<file path="src/rtl/spt_pkg.sv">
// Constants, types and carriers for the parallel slave port block
package spt_pkg;

  // Bus geometry
  localparam int ADDR_W = 12;
  localparam logic [1:0] RESP_OKAY = 2'h0;
  localparam logic [1:0] RESP_SLVERR = 2'h2;

  // Register indices; byte address is four times the index
  localparam logic [7:0] IDX_PORT_DATA = 8'h08;
  localparam logic [7:0] IDX_CTRL_PINS = 8'h09;
  localparam logic [7:0] IDX_IRQ_FLAGS = 8'h0c;
  localparam logic [7:0] IDX_STATUS_DIR = 8'h89;
  localparam logic [7:0] IDX_IRQ_EN = 8'h8c;
  localparam logic [7:0] IDX_ANALOG_CFG = 8'h9f;
  localparam logic [7:0] IDX_DATA_DIR = 8'h40;

  // Field positions
  localparam int STS_IN_FULL_BIT = 7;
  localparam int STS_OUT_FULL_BIT = 6;
  localparam int STS_OVERFLOW_BIT = 5;
  localparam int STS_MODE_BIT = 4;
  localparam int IRQ_FLAG_BIT = 7;
  localparam int IRQ_EN_BIT = 7;

  // Reset values
  localparam logic [7:0] RST_STATUS_DIR = 8'h07;
  localparam logic [7:0] RST_IRQ_FLAGS = 8'h00;
  localparam logic [7:0] RST_IRQ_EN = 8'h00;
  localparam logic [2:0] RST_ANALOG_CFG = 3'h0;
  localparam logic [7:0] RST_DATA_DIR = 8'hff;
  localparam logic [7:0] RST_LATCH = 8'h00;
  localparam logic [2:0] RST_PINS_IDLE = 3'h7;

  // Pin drive levels
  localparam logic [7:0] OE_ALL = 8'hff;
  localparam logic [7:0] OE_NONE = 8'h00;

  // Internal clock phases, four per instruction cycle
  typedef enum logic [1:0] {
    PH_Q1 = 2'h0,
    PH_Q2 = 2'h1,
    PH_Q3 = 2'h3,
    PH_Q4 = 2'h2
  } spt_phase_e;

  // Completion timer: wait for Q2, then for Q4
  typedef enum logic [1:0] {
    EVT_IDLE = 2'h0,
    EVT_WAIT_Q2 = 2'h1,
    EVT_WAIT_Q4 = 2'h3
  } spt_evt_e;

  typedef enum logic [2:0] {
    SEL_NONE,
    SEL_PORT_DATA,
    SEL_CTRL_PINS,
    SEL_IRQ_FLAGS,
    SEL_STATUS_DIR,
    SEL_IRQ_EN,
    SEL_ANALOG_CFG,
    SEL_DATA_DIR
  } spt_sel_e;

  // Pin carriers; control bits are {chip select, write, read}, all low active
  typedef struct packed {
    logic cs_n;
    logic wr_n;
    logic rd_n;
    logic [7:0] data;
  } spt_pins_in_s;

  typedef struct packed {
    logic [7:0] data;
    logic [7:0] oe;
  } spt_pins_out_s;

endpackage

</file>
<file path="src/rtl/spt_top.sv">
// Parallel slave port with AXI4-Lite register access
//
// Behaviour
// - Mode bit set turns data port into 8-bit slave port under external strobes.
// - One address: firmware writes output latch, reads input latch.
// - In slave mode data direction register is ignored; strobes steer pins.
// - External write while select and write low; firmware sees live pins.
// - Select or write going high latches data pins into input latch.
// - Write completion sets input-full and irq flag at Q4 after next Q2.
// - Firmware read of data port clears input-full flag.
// - External write while input-full set raises overflow flag.
// - Overflowing write replaces unread input latch value.
// - Select and read low: output latch driven onto data pins.
// - Output-full clears as soon as an external read begins.
// - Firmware write during external read shows at once; output-full stays clear.
// - Read end releases pins, sets irq flag at Q4 after next Q2.
// - Output-full stays low after a read until firmware writes again.
// - Firmware write to output latch sets output-full.
// - Mode off holds both full flags clear; overflow keeps its value.
// - Irq flag cleared only by firmware; enable bit gates the request.
`timescale 1ns/1ps
`default_nettype none

module spt_top (
  // Clock and reset
  input wire logic aclk,
  input wire logic aresetn,
  // AXI4-Lite write address
  input wire logic [spt_pkg::ADDR_W-1:0] s_axi_awaddr,
  input wire logic s_axi_awvalid,
  output logic s_axi_awready,
  // AXI4-Lite write data
  input wire logic [31:0] s_axi_wdata,
  input wire logic [3:0] s_axi_wstrb,
  input wire logic s_axi_wvalid,
  output logic s_axi_wready,
  // AXI4-Lite write response
  output logic [1:0] s_axi_bresp,
  output logic s_axi_bvalid,
  input wire logic s_axi_bready,
  // AXI4-Lite read address
  input wire logic [spt_pkg::ADDR_W-1:0] s_axi_araddr,
  input wire logic s_axi_arvalid,
  output logic s_axi_arready,
  // AXI4-Lite read data
  output logic [31:0] s_axi_rdata,
  output logic [1:0] s_axi_rresp,
  output logic s_axi_rvalid,
  input wire logic s_axi_rready,
  // External microprocessor pins
  input wire spt_pkg::spt_pins_in_s pins_i,
  output spt_pkg::spt_pins_out_s pins_o,
  // Gated interrupt request
  output logic irq_req
);

  typedef struct packed {
    logic [2:0] sync1;
    logic [2:0] sync2;
    logic wr_act;
    logic rd_act;
    logic [7:0] data_hold;
    logic [7:0] data_d1;
    logic [7:0] data_d2;
    logic [7:0] in_latch;
    logic [7:0] out_latch;
    logic in_buffer_full;
    logic out_buffer_full;
    logic in_buffer_overflow;
    logic mode;
    logic [2:0] ctl_dir;
    logic [2:0] analog_cfg;
    logic [7:0] data_dir;
    logic irq_flag;
    logic irq_en;
    spt_pkg::spt_phase_e phase;
    spt_pkg::spt_evt_e wr_evt;
    spt_pkg::spt_evt_e rd_evt;
    logic [7:0] pin_oe;
    logic irq_req;
    logic aw_have;
    logic w_have;
    logic [spt_pkg::ADDR_W-1:0] awaddr;
    logic [7:0] wdata;
    logic wstrb0;
    logic awready;
    logic wready;
    logic bvalid;
    logic [1:0] bresp;
    logic arready;
    logic rvalid;
    logic [31:0] rdata;
    logic [1:0] rresp;
  } spt_state_s;

  spt_state_s s;
  spt_state_s next_s;

  // Word-aligned index decode, shared by both channels
  function automatic spt_pkg::spt_sel_e reg_sel(input logic [spt_pkg::ADDR_W-1:0] addr);
    spt_pkg::spt_sel_e sel;
    sel = spt_pkg::SEL_NONE;
    if (addr[1:0] == 2'h0 && addr[spt_pkg::ADDR_W-1:10] == 2'h0) begin
      unique case (addr[9:2])
        spt_pkg::IDX_PORT_DATA: sel = spt_pkg::SEL_PORT_DATA;
        spt_pkg::IDX_CTRL_PINS: sel = spt_pkg::SEL_CTRL_PINS;
        spt_pkg::IDX_IRQ_FLAGS: sel = spt_pkg::SEL_IRQ_FLAGS;
        spt_pkg::IDX_STATUS_DIR: sel = spt_pkg::SEL_STATUS_DIR;
        spt_pkg::IDX_IRQ_EN: sel = spt_pkg::SEL_IRQ_EN;
        spt_pkg::IDX_ANALOG_CFG: sel = spt_pkg::SEL_ANALOG_CFG;
        spt_pkg::IDX_DATA_DIR: sel = spt_pkg::SEL_DATA_DIR;
        default: sel = spt_pkg::SEL_NONE;
      endcase
    end
    return sel;
  endfunction

  // Completion timer step, one per transfer direction
  function automatic spt_pkg::spt_evt_e evt_step(input spt_pkg::spt_evt_e evt,
                                                 input logic start,
                                                 input spt_pkg::spt_phase_e ph);
    spt_pkg::spt_evt_e nx;
    nx = evt;
    unique case (evt)
      spt_pkg::EVT_IDLE: nx = evt;
      spt_pkg::EVT_WAIT_Q2: nx = (ph == spt_pkg::PH_Q2) ? spt_pkg::EVT_WAIT_Q4 : evt;
      spt_pkg::EVT_WAIT_Q4: nx = (ph == spt_pkg::PH_Q4) ? spt_pkg::EVT_IDLE : evt;
      default: nx = spt_pkg::EVT_IDLE;
    endcase
    if (start) begin
      nx = spt_pkg::EVT_WAIT_Q2;
    end
    return nx;
  endfunction

  logic wr_now;
  logic rd_now;
  logic wr_end;
  logic rd_end;
  logic wr_fire;
  logic rd_fire;
  logic do_write;
  logic do_read;
  spt_pkg::spt_sel_e wsel;
  spt_pkg::spt_sel_e rsel;
  logic [7:0] rval;

  always_comb begin
    next_s = s;
    // First stage feeds only the second
    next_s.sync1 = {pins_i.cs_n, pins_i.wr_n, pins_i.rd_n};
    next_s.sync2 = s.sync1;
    unique case (s.phase)
      spt_pkg::PH_Q1: next_s.phase = spt_pkg::PH_Q2;
      spt_pkg::PH_Q2: next_s.phase = spt_pkg::PH_Q3;
      spt_pkg::PH_Q3: next_s.phase = spt_pkg::PH_Q4;
      spt_pkg::PH_Q4: next_s.phase = spt_pkg::PH_Q1;
    endcase

    // Strobe levels, qualified by mode
    wr_now = s.mode && !s.sync2[2] && !s.sync2[1];
    rd_now = s.mode && !s.sync2[2] && !s.sync2[0];
    wr_end = s.wr_act && !wr_now;
    rd_end = s.rd_act && !rd_now;
    next_s.wr_act = wr_now;
    next_s.rd_act = rd_now;
    // Data delayed to match the strobe synchroniser, so a released bus is never taken
    next_s.data_d1 = pins_i.data;
    next_s.data_d2 = s.data_d1;
    if (wr_now) begin
      next_s.data_hold = s.data_d2;
    end
    wr_fire = (s.wr_evt == spt_pkg::EVT_WAIT_Q4) && (s.phase == spt_pkg::PH_Q4);
    rd_fire = (s.rd_evt == spt_pkg::EVT_WAIT_Q4) && (s.phase == spt_pkg::PH_Q4);
    next_s.wr_evt = evt_step(s.wr_evt, wr_end, s.phase);
    next_s.rd_evt = evt_step(s.rd_evt, rd_end, s.phase);

    // Write channels taken in either order
    if (s_axi_awvalid && s.awready) begin
      next_s.aw_have = 1'b1;
      next_s.awaddr = s_axi_awaddr;
    end
    if (s_axi_wvalid && s.wready) begin
      next_s.w_have = 1'b1;
      next_s.wdata = s_axi_wdata[7:0];
      next_s.wstrb0 = s_axi_wstrb[0];
    end
    if (s.bvalid && s_axi_bready) begin
      next_s.bvalid = 1'b0;
    end
    do_write = s.aw_have && s.w_have && !s.bvalid;
    wsel = reg_sel(s.awaddr);
    if (do_write) begin
      next_s.aw_have = 1'b0;
      next_s.w_have = 1'b0;
      next_s.bvalid = 1'b1;
      next_s.bresp = (wsel == spt_pkg::SEL_NONE) ? spt_pkg::RESP_SLVERR : spt_pkg::RESP_OKAY;
      if (s.wstrb0) begin
        unique case (wsel)
          spt_pkg::SEL_PORT_DATA: begin
            next_s.out_latch = s.wdata;
            next_s.out_buffer_full = 1'b1;
          end
          spt_pkg::SEL_IRQ_FLAGS: next_s.irq_flag = s.wdata[spt_pkg::IRQ_FLAG_BIT];
          spt_pkg::SEL_STATUS_DIR: begin
            next_s.in_buffer_overflow = s.wdata[spt_pkg::STS_OVERFLOW_BIT];
            next_s.mode = s.wdata[spt_pkg::STS_MODE_BIT];
            next_s.ctl_dir = s.wdata[2:0];
          end
          spt_pkg::SEL_IRQ_EN: next_s.irq_en = s.wdata[spt_pkg::IRQ_EN_BIT];
          spt_pkg::SEL_ANALOG_CFG: next_s.analog_cfg = s.wdata[2:0];
          spt_pkg::SEL_DATA_DIR: next_s.data_dir = s.wdata;
          default: next_s.bresp = spt_pkg::RESP_SLVERR;
        endcase
      end
    end

    // Read channel
    if (s.rvalid && s_axi_rready) begin
      next_s.rvalid = 1'b0;
    end
    do_read = s_axi_arvalid && s.arready;
    rsel = reg_sel(s_axi_araddr);
    rval = 8'h00;
    unique case (rsel)
      // Live pins during a held external write
      spt_pkg::SEL_PORT_DATA: rval = wr_now ? pins_i.data : s.in_latch;
      spt_pkg::SEL_CTRL_PINS: rval = {5'h00, s.sync2};
      spt_pkg::SEL_IRQ_FLAGS: rval = {s.irq_flag, 7'h00};
      spt_pkg::SEL_STATUS_DIR: rval = {s.in_buffer_full, s.out_buffer_full,
                                       s.in_buffer_overflow, s.mode, 1'b0, s.ctl_dir};
      spt_pkg::SEL_IRQ_EN: rval = {s.irq_en, 7'h00};
      spt_pkg::SEL_ANALOG_CFG: rval = {5'h00, s.analog_cfg};
      spt_pkg::SEL_DATA_DIR: rval = s.data_dir;
      default: rval = 8'h00;
    endcase
    if (do_read) begin
      next_s.rvalid = 1'b1;
      next_s.rdata = {24'h000000, rval};
      next_s.rresp = (rsel == spt_pkg::SEL_NONE) ? spt_pkg::RESP_SLVERR : spt_pkg::RESP_OKAY;
      if (rsel == spt_pkg::SEL_PORT_DATA) begin
        next_s.in_buffer_full = 1'b0;
      end
    end

    // Pin events after software so that a pin event beats a firmware access
    if (wr_end) begin
      next_s.in_latch = s.data_hold;
      if (s.in_buffer_full || s.wr_evt != spt_pkg::EVT_IDLE) begin
        next_s.in_buffer_overflow = 1'b1;
      end
    end
    if (wr_fire) begin
      next_s.in_buffer_full = 1'b1;
      next_s.irq_flag = 1'b1;
    end
    if (rd_fire) begin
      next_s.irq_flag = 1'b1;
    end
    if (rd_now) begin
      next_s.out_buffer_full = 1'b0;
    end
    if (!next_s.mode) begin
      next_s.in_buffer_full = 1'b0;
      next_s.out_buffer_full = 1'b0;
    end

    // Direction register only matters outside slave mode
    next_s.pin_oe = s.mode ? (rd_now ? spt_pkg::OE_ALL : spt_pkg::OE_NONE)
                           : ~s.data_dir;
    next_s.irq_req = next_s.irq_flag && next_s.irq_en;
    next_s.awready = !next_s.aw_have && !next_s.bvalid;
    next_s.wready = !next_s.w_have && !next_s.bvalid;
    next_s.arready = !next_s.rvalid;
  end

  always_ff @(posedge aclk) begin
    if (!aresetn) begin
      s <= '0;
      s.sync1 <= spt_pkg::RST_PINS_IDLE;
      s.sync2 <= spt_pkg::RST_PINS_IDLE;
      s.in_latch <= spt_pkg::RST_LATCH;
      s.out_latch <= spt_pkg::RST_LATCH;
      s.in_buffer_full <= spt_pkg::RST_STATUS_DIR[spt_pkg::STS_IN_FULL_BIT];
      s.out_buffer_full <= spt_pkg::RST_STATUS_DIR[spt_pkg::STS_OUT_FULL_BIT];
      s.in_buffer_overflow <= spt_pkg::RST_STATUS_DIR[spt_pkg::STS_OVERFLOW_BIT];
      s.mode <= spt_pkg::RST_STATUS_DIR[spt_pkg::STS_MODE_BIT];
      s.ctl_dir <= spt_pkg::RST_STATUS_DIR[2:0];
      s.analog_cfg <= spt_pkg::RST_ANALOG_CFG;
      s.data_dir <= spt_pkg::RST_DATA_DIR;
      s.irq_flag <= spt_pkg::RST_IRQ_FLAGS[spt_pkg::IRQ_FLAG_BIT];
      s.irq_en <= spt_pkg::RST_IRQ_EN[spt_pkg::IRQ_EN_BIT];
      s.phase <= spt_pkg::PH_Q1;
      s.wr_evt <= spt_pkg::EVT_IDLE;
      s.rd_evt <= spt_pkg::EVT_IDLE;
      s.pin_oe <= spt_pkg::OE_NONE;
    end else begin
      s <= next_s;
    end
  end

  assign s_axi_awready = s.awready;
  assign s_axi_wready = s.wready;
  assign s_axi_bvalid = s.bvalid;
  assign s_axi_bresp = s.bresp;
  assign s_axi_arready = s.arready;
  assign s_axi_rvalid = s.rvalid;
  assign s_axi_rdata = s.rdata;
  assign s_axi_rresp = s.rresp;
  assign pins_o = {s.out_latch, s.pin_oe};
  assign irq_req = s.irq_req;

endmodule

`default_nettype wire

</file>
<file path="config.mk">
export PLATFORM = sky130hd
export DESIGN_NAME = spt_top
export DESIGN_NICKNAME = d
export VERILOG_FILES = /design/src/rtl/spt_pkg.sv /design/src/rtl/spt_top.sv
export SDC_FILE = /design/constraint.sdc
export NUM_CORES = 1
export LEC_CHECK = 0
export CELL_PAD_IN_SITES_DETAIL_PLACEMENT = 1
export CELL_PAD_IN_SITES_GLOBAL_PLACEMENT = 1
export CORE_UTILIZATION = 50
export DETAILED_ROUTE_END_ITERATION = 10
export DONT_BUFFER_PORTS = 1
export PLACE_DENSITY = 0.89
export SETUP_SLACK_MARGIN = 0.05
export SKIP_LAST_GASP = 1
export SYNTH_ARGS = -nofsm -noshare
export SYNTH_HDL_FRONTEND = slang
export SYNTH_SLANG_ARGS = --single-unit
</file>
<file path="constraint.sdc">
create_clock -name aclk -period 5 [get_ports aclk]
set_clock_uncertainty 0.2 [all_clocks]
set_input_delay 1 -clock aclk [delete_from_list [all_inputs] [get_ports aclk]]
set_output_delay 1 -clock aclk [all_outputs]
set_load 0.05 [all_outputs]
</file>
# --- Word level (Yosys, flattened, before mapping) ---
# Index checks and enable logic that the tools add are counted.
word_totals:
  mem_count: 0
  ram_bits: 0
  output_inout_bits: 58
  word_cells: 183
  mem_bits_ro: 0
  register_bits: 123
  latchBits: 0
op_classes:
  multipliers: 0
  n_eq_ne: 44
  n_bitwise: 5
  n_reduce_logical: 56
  div_mod_pow: 0
  n_shift: 0
  order_cmp: 0
  add_sub_neg: 0
  n_mux: 40
op_table:
  columns: ["op", "n"]
  rows:
  - ["case mux 8 bit (7 select lines)", 1]
  - ["equality test 8 x 4 -> 1 bit (second input constant)", 6]
  - ["equality test 8 bit (second input constant)", 6]
  - ["case mux 3 bit (7 select lines)", 2]
  - ["two-way mux 18 bit", 2]
  - ["two-way mux 35 bit", 1]
  - ["two-way mux 8 bit", 4]
  - ["equality test 3 bit (second input constant)", 8]
  - ["AND reduction 3 bit", 8]
  - ["logical AND 1 bit", 19]
  - ["equality test 8 x 7 -> 1 bit (second input constant)", 2]
  - ["two-way mux 1 bit", 15]
  - ["logical NOT 2 bit", 7]
  - ["two-way mux 2 bit", 7]
  - ["two-way mux 3 bit", 4]
  - ["case mux 2 bit (3 select lines)", 2]
  - ["logical NOT 1 bit", 10]
  - ["inequality test 2 bit (second input constant)", 5]
  - ["equality test 3 x 2 -> 1 bit (second input constant)", 3]
  - ["inequality test 3 bit (second input constant)", 3]
  - ["equality test 2 bit (second input constant)", 4]
  - ["NOT 8 bit", 1]
  - ["case mux 2 bit (4 select lines)", 1]
  - ["equality test 2 x 1 -> 1 bit (second input constant)", 3]
  - ["other kinds (12)", 21]

# --- Depth between registers and ports, before layout ---
# Gate-level depths: netlist of the first run.
depth:
  word_depth: 10
  depth_mapped: 8

# --- Worst setup path after synthesis of the first run ---
# No wires, ideal clock.
synth_timing:
  kind: "input-to-reg"
  from: "in s_axi_araddr[1] (netlist bit)"
  to: "reg s (netlist bit s_axi_rdata[0])"
  n_path_buf: 1
  t_arrival_ns: 2.440
  setup_time_ns: 0.078
  stages: 7
  slack_ns: 2.282
  cell_sequence: "or4_1 buf_2 nor2b_4 and2_4 nand3b_4 o221a_1 nor3_1"
synth_via:
  elab_chain_cells: 5
  word_cells_on_any_way: 11
  cone_classes: "eq/ne (7); mux (2); reduce/logical (2)"
synth_rtl:
  columns: ["item", "line_no", "rtl"]
  rows:
  - ["start: declaration", "spt_top.sv:42", "input wire logic [spt_pkg::ADDR_W-1:0] s_axi_araddr,"]
  - ["logical NOT 2 bit (*)", "spt_top.sv:103", "if (addr[1:0] == 2'h0 && addr[spt_pkg::ADDR_W-1:10] == 2'h0) begin"]
  - ["logical AND 1 bit (*)", "spt_top.sv:103", null]
  - ["two-way mux 3 bit (*)", "spt_top.sv:103", null]
  - ["equality test 3 bit (tied with other cells)", "spt_top.sv:225", "unique case (rsel)"]
  - ["case mux 8 bit (7 select lines) (*)", "spt_top.sv:225", null]
  - ["end signal: assignment", "spt_top.sv:298", "s <= next_s;"]
  - ["end: declaration", "spt_top.sv:96", "spt_state_s s;"]
# Mark *: on every way between the ends. The rest lies on a longest branch, timed or not.
# A chain may end at the register's enable or synchronous reset.

# --- Worst setup path after layout of the first run ---
layout_timing:
  from: "reg s[50] (netlist bit)"
  to: "reg s (netlist bit pins_o[14])"
layout_via:
  elab_chain_cells: 5
layout_rtl:
  columns: ["item", "line_no", "rtl"]
  rows:
  - ["logical NOT 2 bit", "spt_top.sv:103", null]
  - ["logical AND 1 bit", "spt_top.sv:103", null]
  - ["two-way mux 3 bit", "spt_top.sv:103", null]
  - ["equality test 3 x 1 -> 1 bit", "spt_top.sv:199", "unique case (wsel)"]
  - ["AND reduction 3 bit (no line)", null, null]
# No other way between the ends.

==> results.json, run 1 <==
{
  "row_count": 36,
  "drv_slew": 0,
  "grt_antenna_before_repair": 0,
  "synthArstFlopShare_pct": 0,
  "drc_errors": 0,
  "synth_edf_count": 0,
  "ys.warnings.count": 0,
  "drive_gt1_share_pct": 10.9,
  "p_seq_share_pct": 42.2,
  "firstDrtPassIters": 4,
  "cellPowerDensity_nw_per_um2": 435,
  "crit_type": "register to register",
  "finalHoldViolations": 0,
  "switchingPower_uw": 564,
  "met1_usage_pct": 27.7,
  "clk_path_buf_depth": 2,
  "worstPathMaxFanout": 9,
  "yosys_register_bits": 121,
  "period_needed_ps": 2870,
  "rsz0062_at_grt": "false",
  "synth_top_area_share_pct": 46.8,
  "path_clk_slew_ps": 60,
  "postCtsSetupRepairBufs": 0,
  "grt_max_degree": 46,
  "synth-main-ff-cell": "dfxtp_1",
  "relSlewSlack_pct": 16.5,
  "overflow": 0,
  "p_clk_share_pct": 52.9,
  "critPathCaptureType": "register",
  "p_int_uw": 1850,
  "vias": 3853,
  "grt-busiest-layer": "met2",
  "core_um2": 9910,
  "grt_pass1_wl_um": 21700,
  "h-tree-depth": 4,
  "yosysMostFrequentCell": "dfxtp_1",
  "drt_wl_total_um": 13500,
  "vias_per_cell": 5.62,
  "cts-root-buf": "clkbuf_8",
  "cp.arrival_ps": 3050,
  "ys_top_cells_by_area": "dfxtp_1 47%, nand2_1 8.0%, buf_4 7.5%",
  "hold_class": "register to register",
  "combPwrFrac_pct": 5.0,
  "ys_types": 70,
  "post_cts_resized": 0,
  "tns_ps": 0,
  "die_h_um": 104,
  "start_util_pct": 52.2,
  "status": "finished, final reports clean",
  "drtIter0Drc": 143,
  "gp_congestion": 0.780,
  "clk_latency_ps": 530,
  "cts.sinks": 121,
  "diodes": 0,
  "io_pins": 136,
  "max_freq_mhz": 348,
  "tightest_slew_ps": 1250,
  "cp.required_ps": 5180,
  "cap_violations": 0,
  "use_met3_pct": 8.31,
  "ctsHoldBuffers": 0,
  "synth_cells": 572,
  "setup-violations-final": 0,
  "wl_per_cell_um": 19.7,
  "sw_frac_of_total_pct": 23.4,
  "grtUsageTotal_pct": 26.2,
  "synth_commonest_cells": "121 x dfxtp_1, 110 x nand2_1, 52 x buf_4, 49 x a21oi_1, 37 x mux2i_1",
  "die-area_um2": 10800,
  "cts_tree": "done",
  "p_leak_uw": 0.00204,
  "ir_worst_vdd_mv": 0.296,
  "synth_area_per_cell_um2": 9.05,
  "start_kind": "register",
  "area_growth_syn_to_layout_pct": 7.06,
  "die_width_um": 104,
  "grt_pass1_vias": 4087,
  "yosysSeqAreaShare_pct": 46.8,
  "hpwl_um": 8750,
  "cts_buffers": 17,
  "use_met2_pct": 47.8,
  "port_buffers": 0,
  "yosysTopAreaCell": "dfxtp_1",
  "fin_crit_sh_pct": 57.4,
  "drtAntennaViolNets": 0,
  "layout.nets": 617,
  "whs_ps": 205,
  "netlist_area_um2": 5180
}
[routing by layer]
layer / wire length (um) / up-vias
li1: - / 1805
met1: 5300 / 1906
met2: 7130 / 110
met3: 676 / 32
met4: 361 / 0
met5: 0 / -
[sequential cells by signal, summed over array words and instances (netlist names)]
signal and flops:
pins_o 16, s_axi_rdata 8, s_axi_rvalid 1, s 78, s_axi_bresp 1, s_axi_wready 1
s_axi_awready 1, next_s 11, irq_req 1, s_axi_bvalid 1, s_axi_arready 1, s_axi_rresp 1
[critical path: stages (launching register included)]
cell     delay [ps]
dfxtp_1         310
nor4_1          490
and3_1          370
nand3_2         160
nor3b_2         840
mux2i_1         290
nor2_1           60
[metrics by stage]
| step | setup WS (ps) | instance area [um^2] | total power, uW | utilization (%) | std cells |
|---|---|---|---|---|---|
| final | 2130 | 5540 | 2410 | 55.9 | 685 |
| after global routing | 1970 | 5540 | 2490 | 55.9 | 685 |
| after CTS | 2080 | 5540 | 2430 | 55.9 | 685 |
| after detailed placement | 2070 | 4920 | 1160 | 49.7 | 653 |
| after global placement | 2120 | 4920 | 1150 | 49.7 | 653 |
| after floorplan | 2280 | 5270 | 1160 | - | 597 |
[logic make-up (layout without fill, tap and decap cells)]
group / Yosys count / in the layout / synth area share [%]
mux: 40 / 40 / 7.81
simple gates: 232 / 232 / 23.0
xor+xnor: 1 / 1 / 0.169
compound gates: 93 / 93 / 11.5
fa+ha+maj: 2 / 2 / 0.387
flops: 121 / 121 / 46.8
buf+inv: 82 / 37 / 10.3
other cells: 1 / 26 / 0.0724
[cell usage in the layout, fill, tap and decap left out, types with 2 or more instances in the layout]
cell type and n:
nand3_1 4, mux2_2 3, nand3b_1 2, mux2i_1 37
dfxtp_1 121, clkinvlp_4 3, nand2b_1 11, and2_1 20
a222oi_1 3, o21ai_0 13, o21ai_1 3, nand4_1 2
conb_1 26, or3b_2 2, bufinv_16 4, maj3_1 2
clkinv_2 4, inv_1 3, o31ai_1 2, a211oi_1 4
nand2_1 110, nor2b_1 2, a21oi_1 49, clkbuf_8 3
nor2_1 34, and3_1 4, nor3_1 12, nor3b_2 3
clkbuf_16 16, or2_4 2, a2bb2oi_1 3, o221a_1 3
nor4_1 2
[path summary, 6_finish.rpt]
check / from / endpoint / slack, ps / cells past startpoint
max: s[50]$_SDFFE_PN0P_ / pins_o[14]$_SDFFE_PN0P_ / 2130 / 6
max reg2reg: s[50]$_SDFFE_PN0P_ / pins_o[14]$_SDFFE_PN0P_ / 2130 / 6
min: next_s[142]$_SDFF_PN1_ / s[142]$_SDFF_PN1_ / 200 / 1
min reg2reg: next_s[142]$_SDFF_PN1_ / s[142]$_SDFF_PN1_ / 200 / 1
[power groups by stage]
stage                     registers (uW)  clock network, uW  logic (uW)
after floorplan                     1030                  0         132
after global placement              1040                  0         113
after detailed placement            1040                  0         118
after CTS                           1020               1290         120
after global routing                1020               1340         129
final                               1020               1280         120
[cell type report]
cell class              count  area, um^2
clock inverters            12         171
well taps                 133         166
multi-input cells         394        2310
fillers                  1152        4370
repair buffers              1        7.51
inverters                   4        15.0
flip-flops and latches    121        2420
clock buffers              20         445
(Power assumes the default switching activity.)
==> run 2, diff against run 1 <==
- CORE_UTILIZATION: 50 -> 47
- PLACE_DENSITY: 0.89 -> 0.85
- clock period: 5 -> 2.69 ns (I/O delays scaled with it)
==> results.json, run 2 (synthesized netlist as in run 1, its figures left out) <==
{
  "rsz0062_at_grt": "false",
  "final_cell_mix": "121 x dfxtp_1, 110 x nand2_1, 49 x a21oi_1, 37 x mux2i_1, 34 x nor2_1",
  "diodes": 0,
  "finalInstanceArea_um2": 5880,
  "relSlewSlack_pct": 51.7,
  "wl_per_cell_um": 18.7,
  "multi_input_area_um2": 2310,
  "ir_worst_vdd_mv": 0.539,
  "crit_type": "register to register",
  "cellPowerDensity_nw_per_um2": 745,
  "cts_buffers": 17,
  "grt_pass1_wl_um": 21400,
  "hold_class": "input pin to register",
  "setup-violations-final": 0,
  "start_util_pct": 49.3,
  "layout_commonest_cell": "dfxtp_1",
  "drc_errors": 0,
  "row_count": 37,
  "grt_max_degree": 43,
  "cp_top_family": "simple AND/OR/NAND/NOR gates",
  "grt_antenna_before_repair": 0,
  "critPathCaptureType": "register",
  "largest_reg_flops": 78,
  "cts-root-buf": "clkbuf_8",
  "overflow": 0,
  "die-area_um2": 11400,
  "status": "finished, final reports clean",
  "drv_slew": 0,
  "max_freq_mhz": 414,
  "min_from": "s_axi_bready",
  "power_uw": 4380,
  "cp_slowest_stage_delay_ps": 460,
  "wl_met3_um": 849,
  "clk_path_buf_depth": 2,
  "fin_crit_sh_pct": 89.9,
  "post_cts_resized": 0,
  "cp.arrival_ps": 2620,
  "grt_pass1_vias": 4124,
  "p_leak_uw": 0.00219,
  "grtUsageTotal_pct": 25.2,
  "path_cells": "nor4_1 -> and3_1 -> nand3_2 -> nor3b_2 -> buf_4 -> mux2i_1 -> nor2_1",
  "area_growth_syn_to_layout_pct": 13.7,
  "post_dp_cell_area_um2": 4970,
  "h-tree-depth": 4,
  "postCtsSetupRepairBufs": 0,
  "clk_latency_ps": 530,
  "drive_gt1_share_pct": 10.9,
  "drtAntennaViolNets": 0,
  "met2WireLength_um": 7100,
  "finalHoldViolations": 0,
  "period_needed_ps": 2420,
  "fillers": 1165,
  "routed.top_layer": "met4",
  "cp.required_ps": 2900,
  "crit_buf_inv": 1,
  "cts_tree": "done",
  "layout.nets": 656,
  "regMostFlops": "s",
  "cts.sinks": 121,
  "wl_met1_um": 5280,
  "cap_violations": 0,
  "drtIter0Drc": 134,
  "slowest_stage": "nor4_1",
  "firstDrtPassIters": 4,
  "die_width_um": 107,
  "vias_per_cell": 5.45,
  "worstPathMaxFanout": 9,
  "tightest_slew_ps": 724,
  "die_h_um": 107,
  "reg2reg_from": "s[50]$_SDFFE_PN0P_",
  "vias": 3949,
  "gp_congestion": 0.814,
  "seq_area_um2": 2420,
  "tns_ps": 0,
  "path_clk_slew_ps": 60,
  "start_kind": "register",
  "port_buffers": 0,
  "hpwl_um": 8700,
  "drt_wl_total_um": 13600,
  "cp-startpoint": "s[50]$_SDFFE_PN0P_",
  "core_um2": 10500,
  "io_pins": 136
}
-- run 2: per-stage QoR --
step	utilization [%]	hold WS, ps	instances	setup slack, ps
final	56.0	25.7	724	272
after CTS	56.0	5.80	724	280
after global placement	47.3	195	662	279
after floorplan	-	186	597	434
after global routing	56.0	13.2	724	185
after detailed placement	47.3	204	662	240
-- run 2: power by group --
part           internal [uW]  leakage (uW)  switching, uW
clock network           1440      0.000278            775
registers               1840      0.000984           45.6
logic                   92.0      0.000931            199
total                   3360       0.00219           1020
-- run 2: worst register-to-register path: stages, from the launching register on --
cell and delay [ps]:
dfxtp_1 310, nor4_1 460, and3_1 360, nand3_2 170, nor3b_2 230, buf_4 260, mux2i_1 240, nor2_1 60
-- run 2: final timing paths --
path / end / slack [ps] / cells past startpoint
setup / recovery: pins_o[8]$_SDFFE_PN0P_ / 270 / 7
hold / removal: s_axi_bvalid$_SDFF_PN0_ / 30 / 2
setup reg to reg: pins_o[8]$_SDFFE_PN0P_ / 270 / 7
hold reg to reg: s[142]$_SDFF_PN1_ / 210 / 1
-- run 2: timing repair --
item,4_1_cts,5_1_grt
hold buffers,33,0
endpoints found under the setup margin,0,0
hold endpoints to repair,64,0
-- run 2: routing by layer --
metal | vias to the layer above | GRT usage, %
met5 | - | 0
met4 | 0 | 11.5
met3 | 32 | 9.30
met2 | 127 | 45.2
met1 | 1913 | 26.1
li1 | 1877 | -
-- run 2: layout make-up --
type,instances,area share [%]
tap,136,2.89
multi-input combinational,394,39.3
timing repair buffer,40,6.68
inverter,4,0.255
clock buffer,20,7.57
sequential,121,41.2
clock inverter,9,2.13
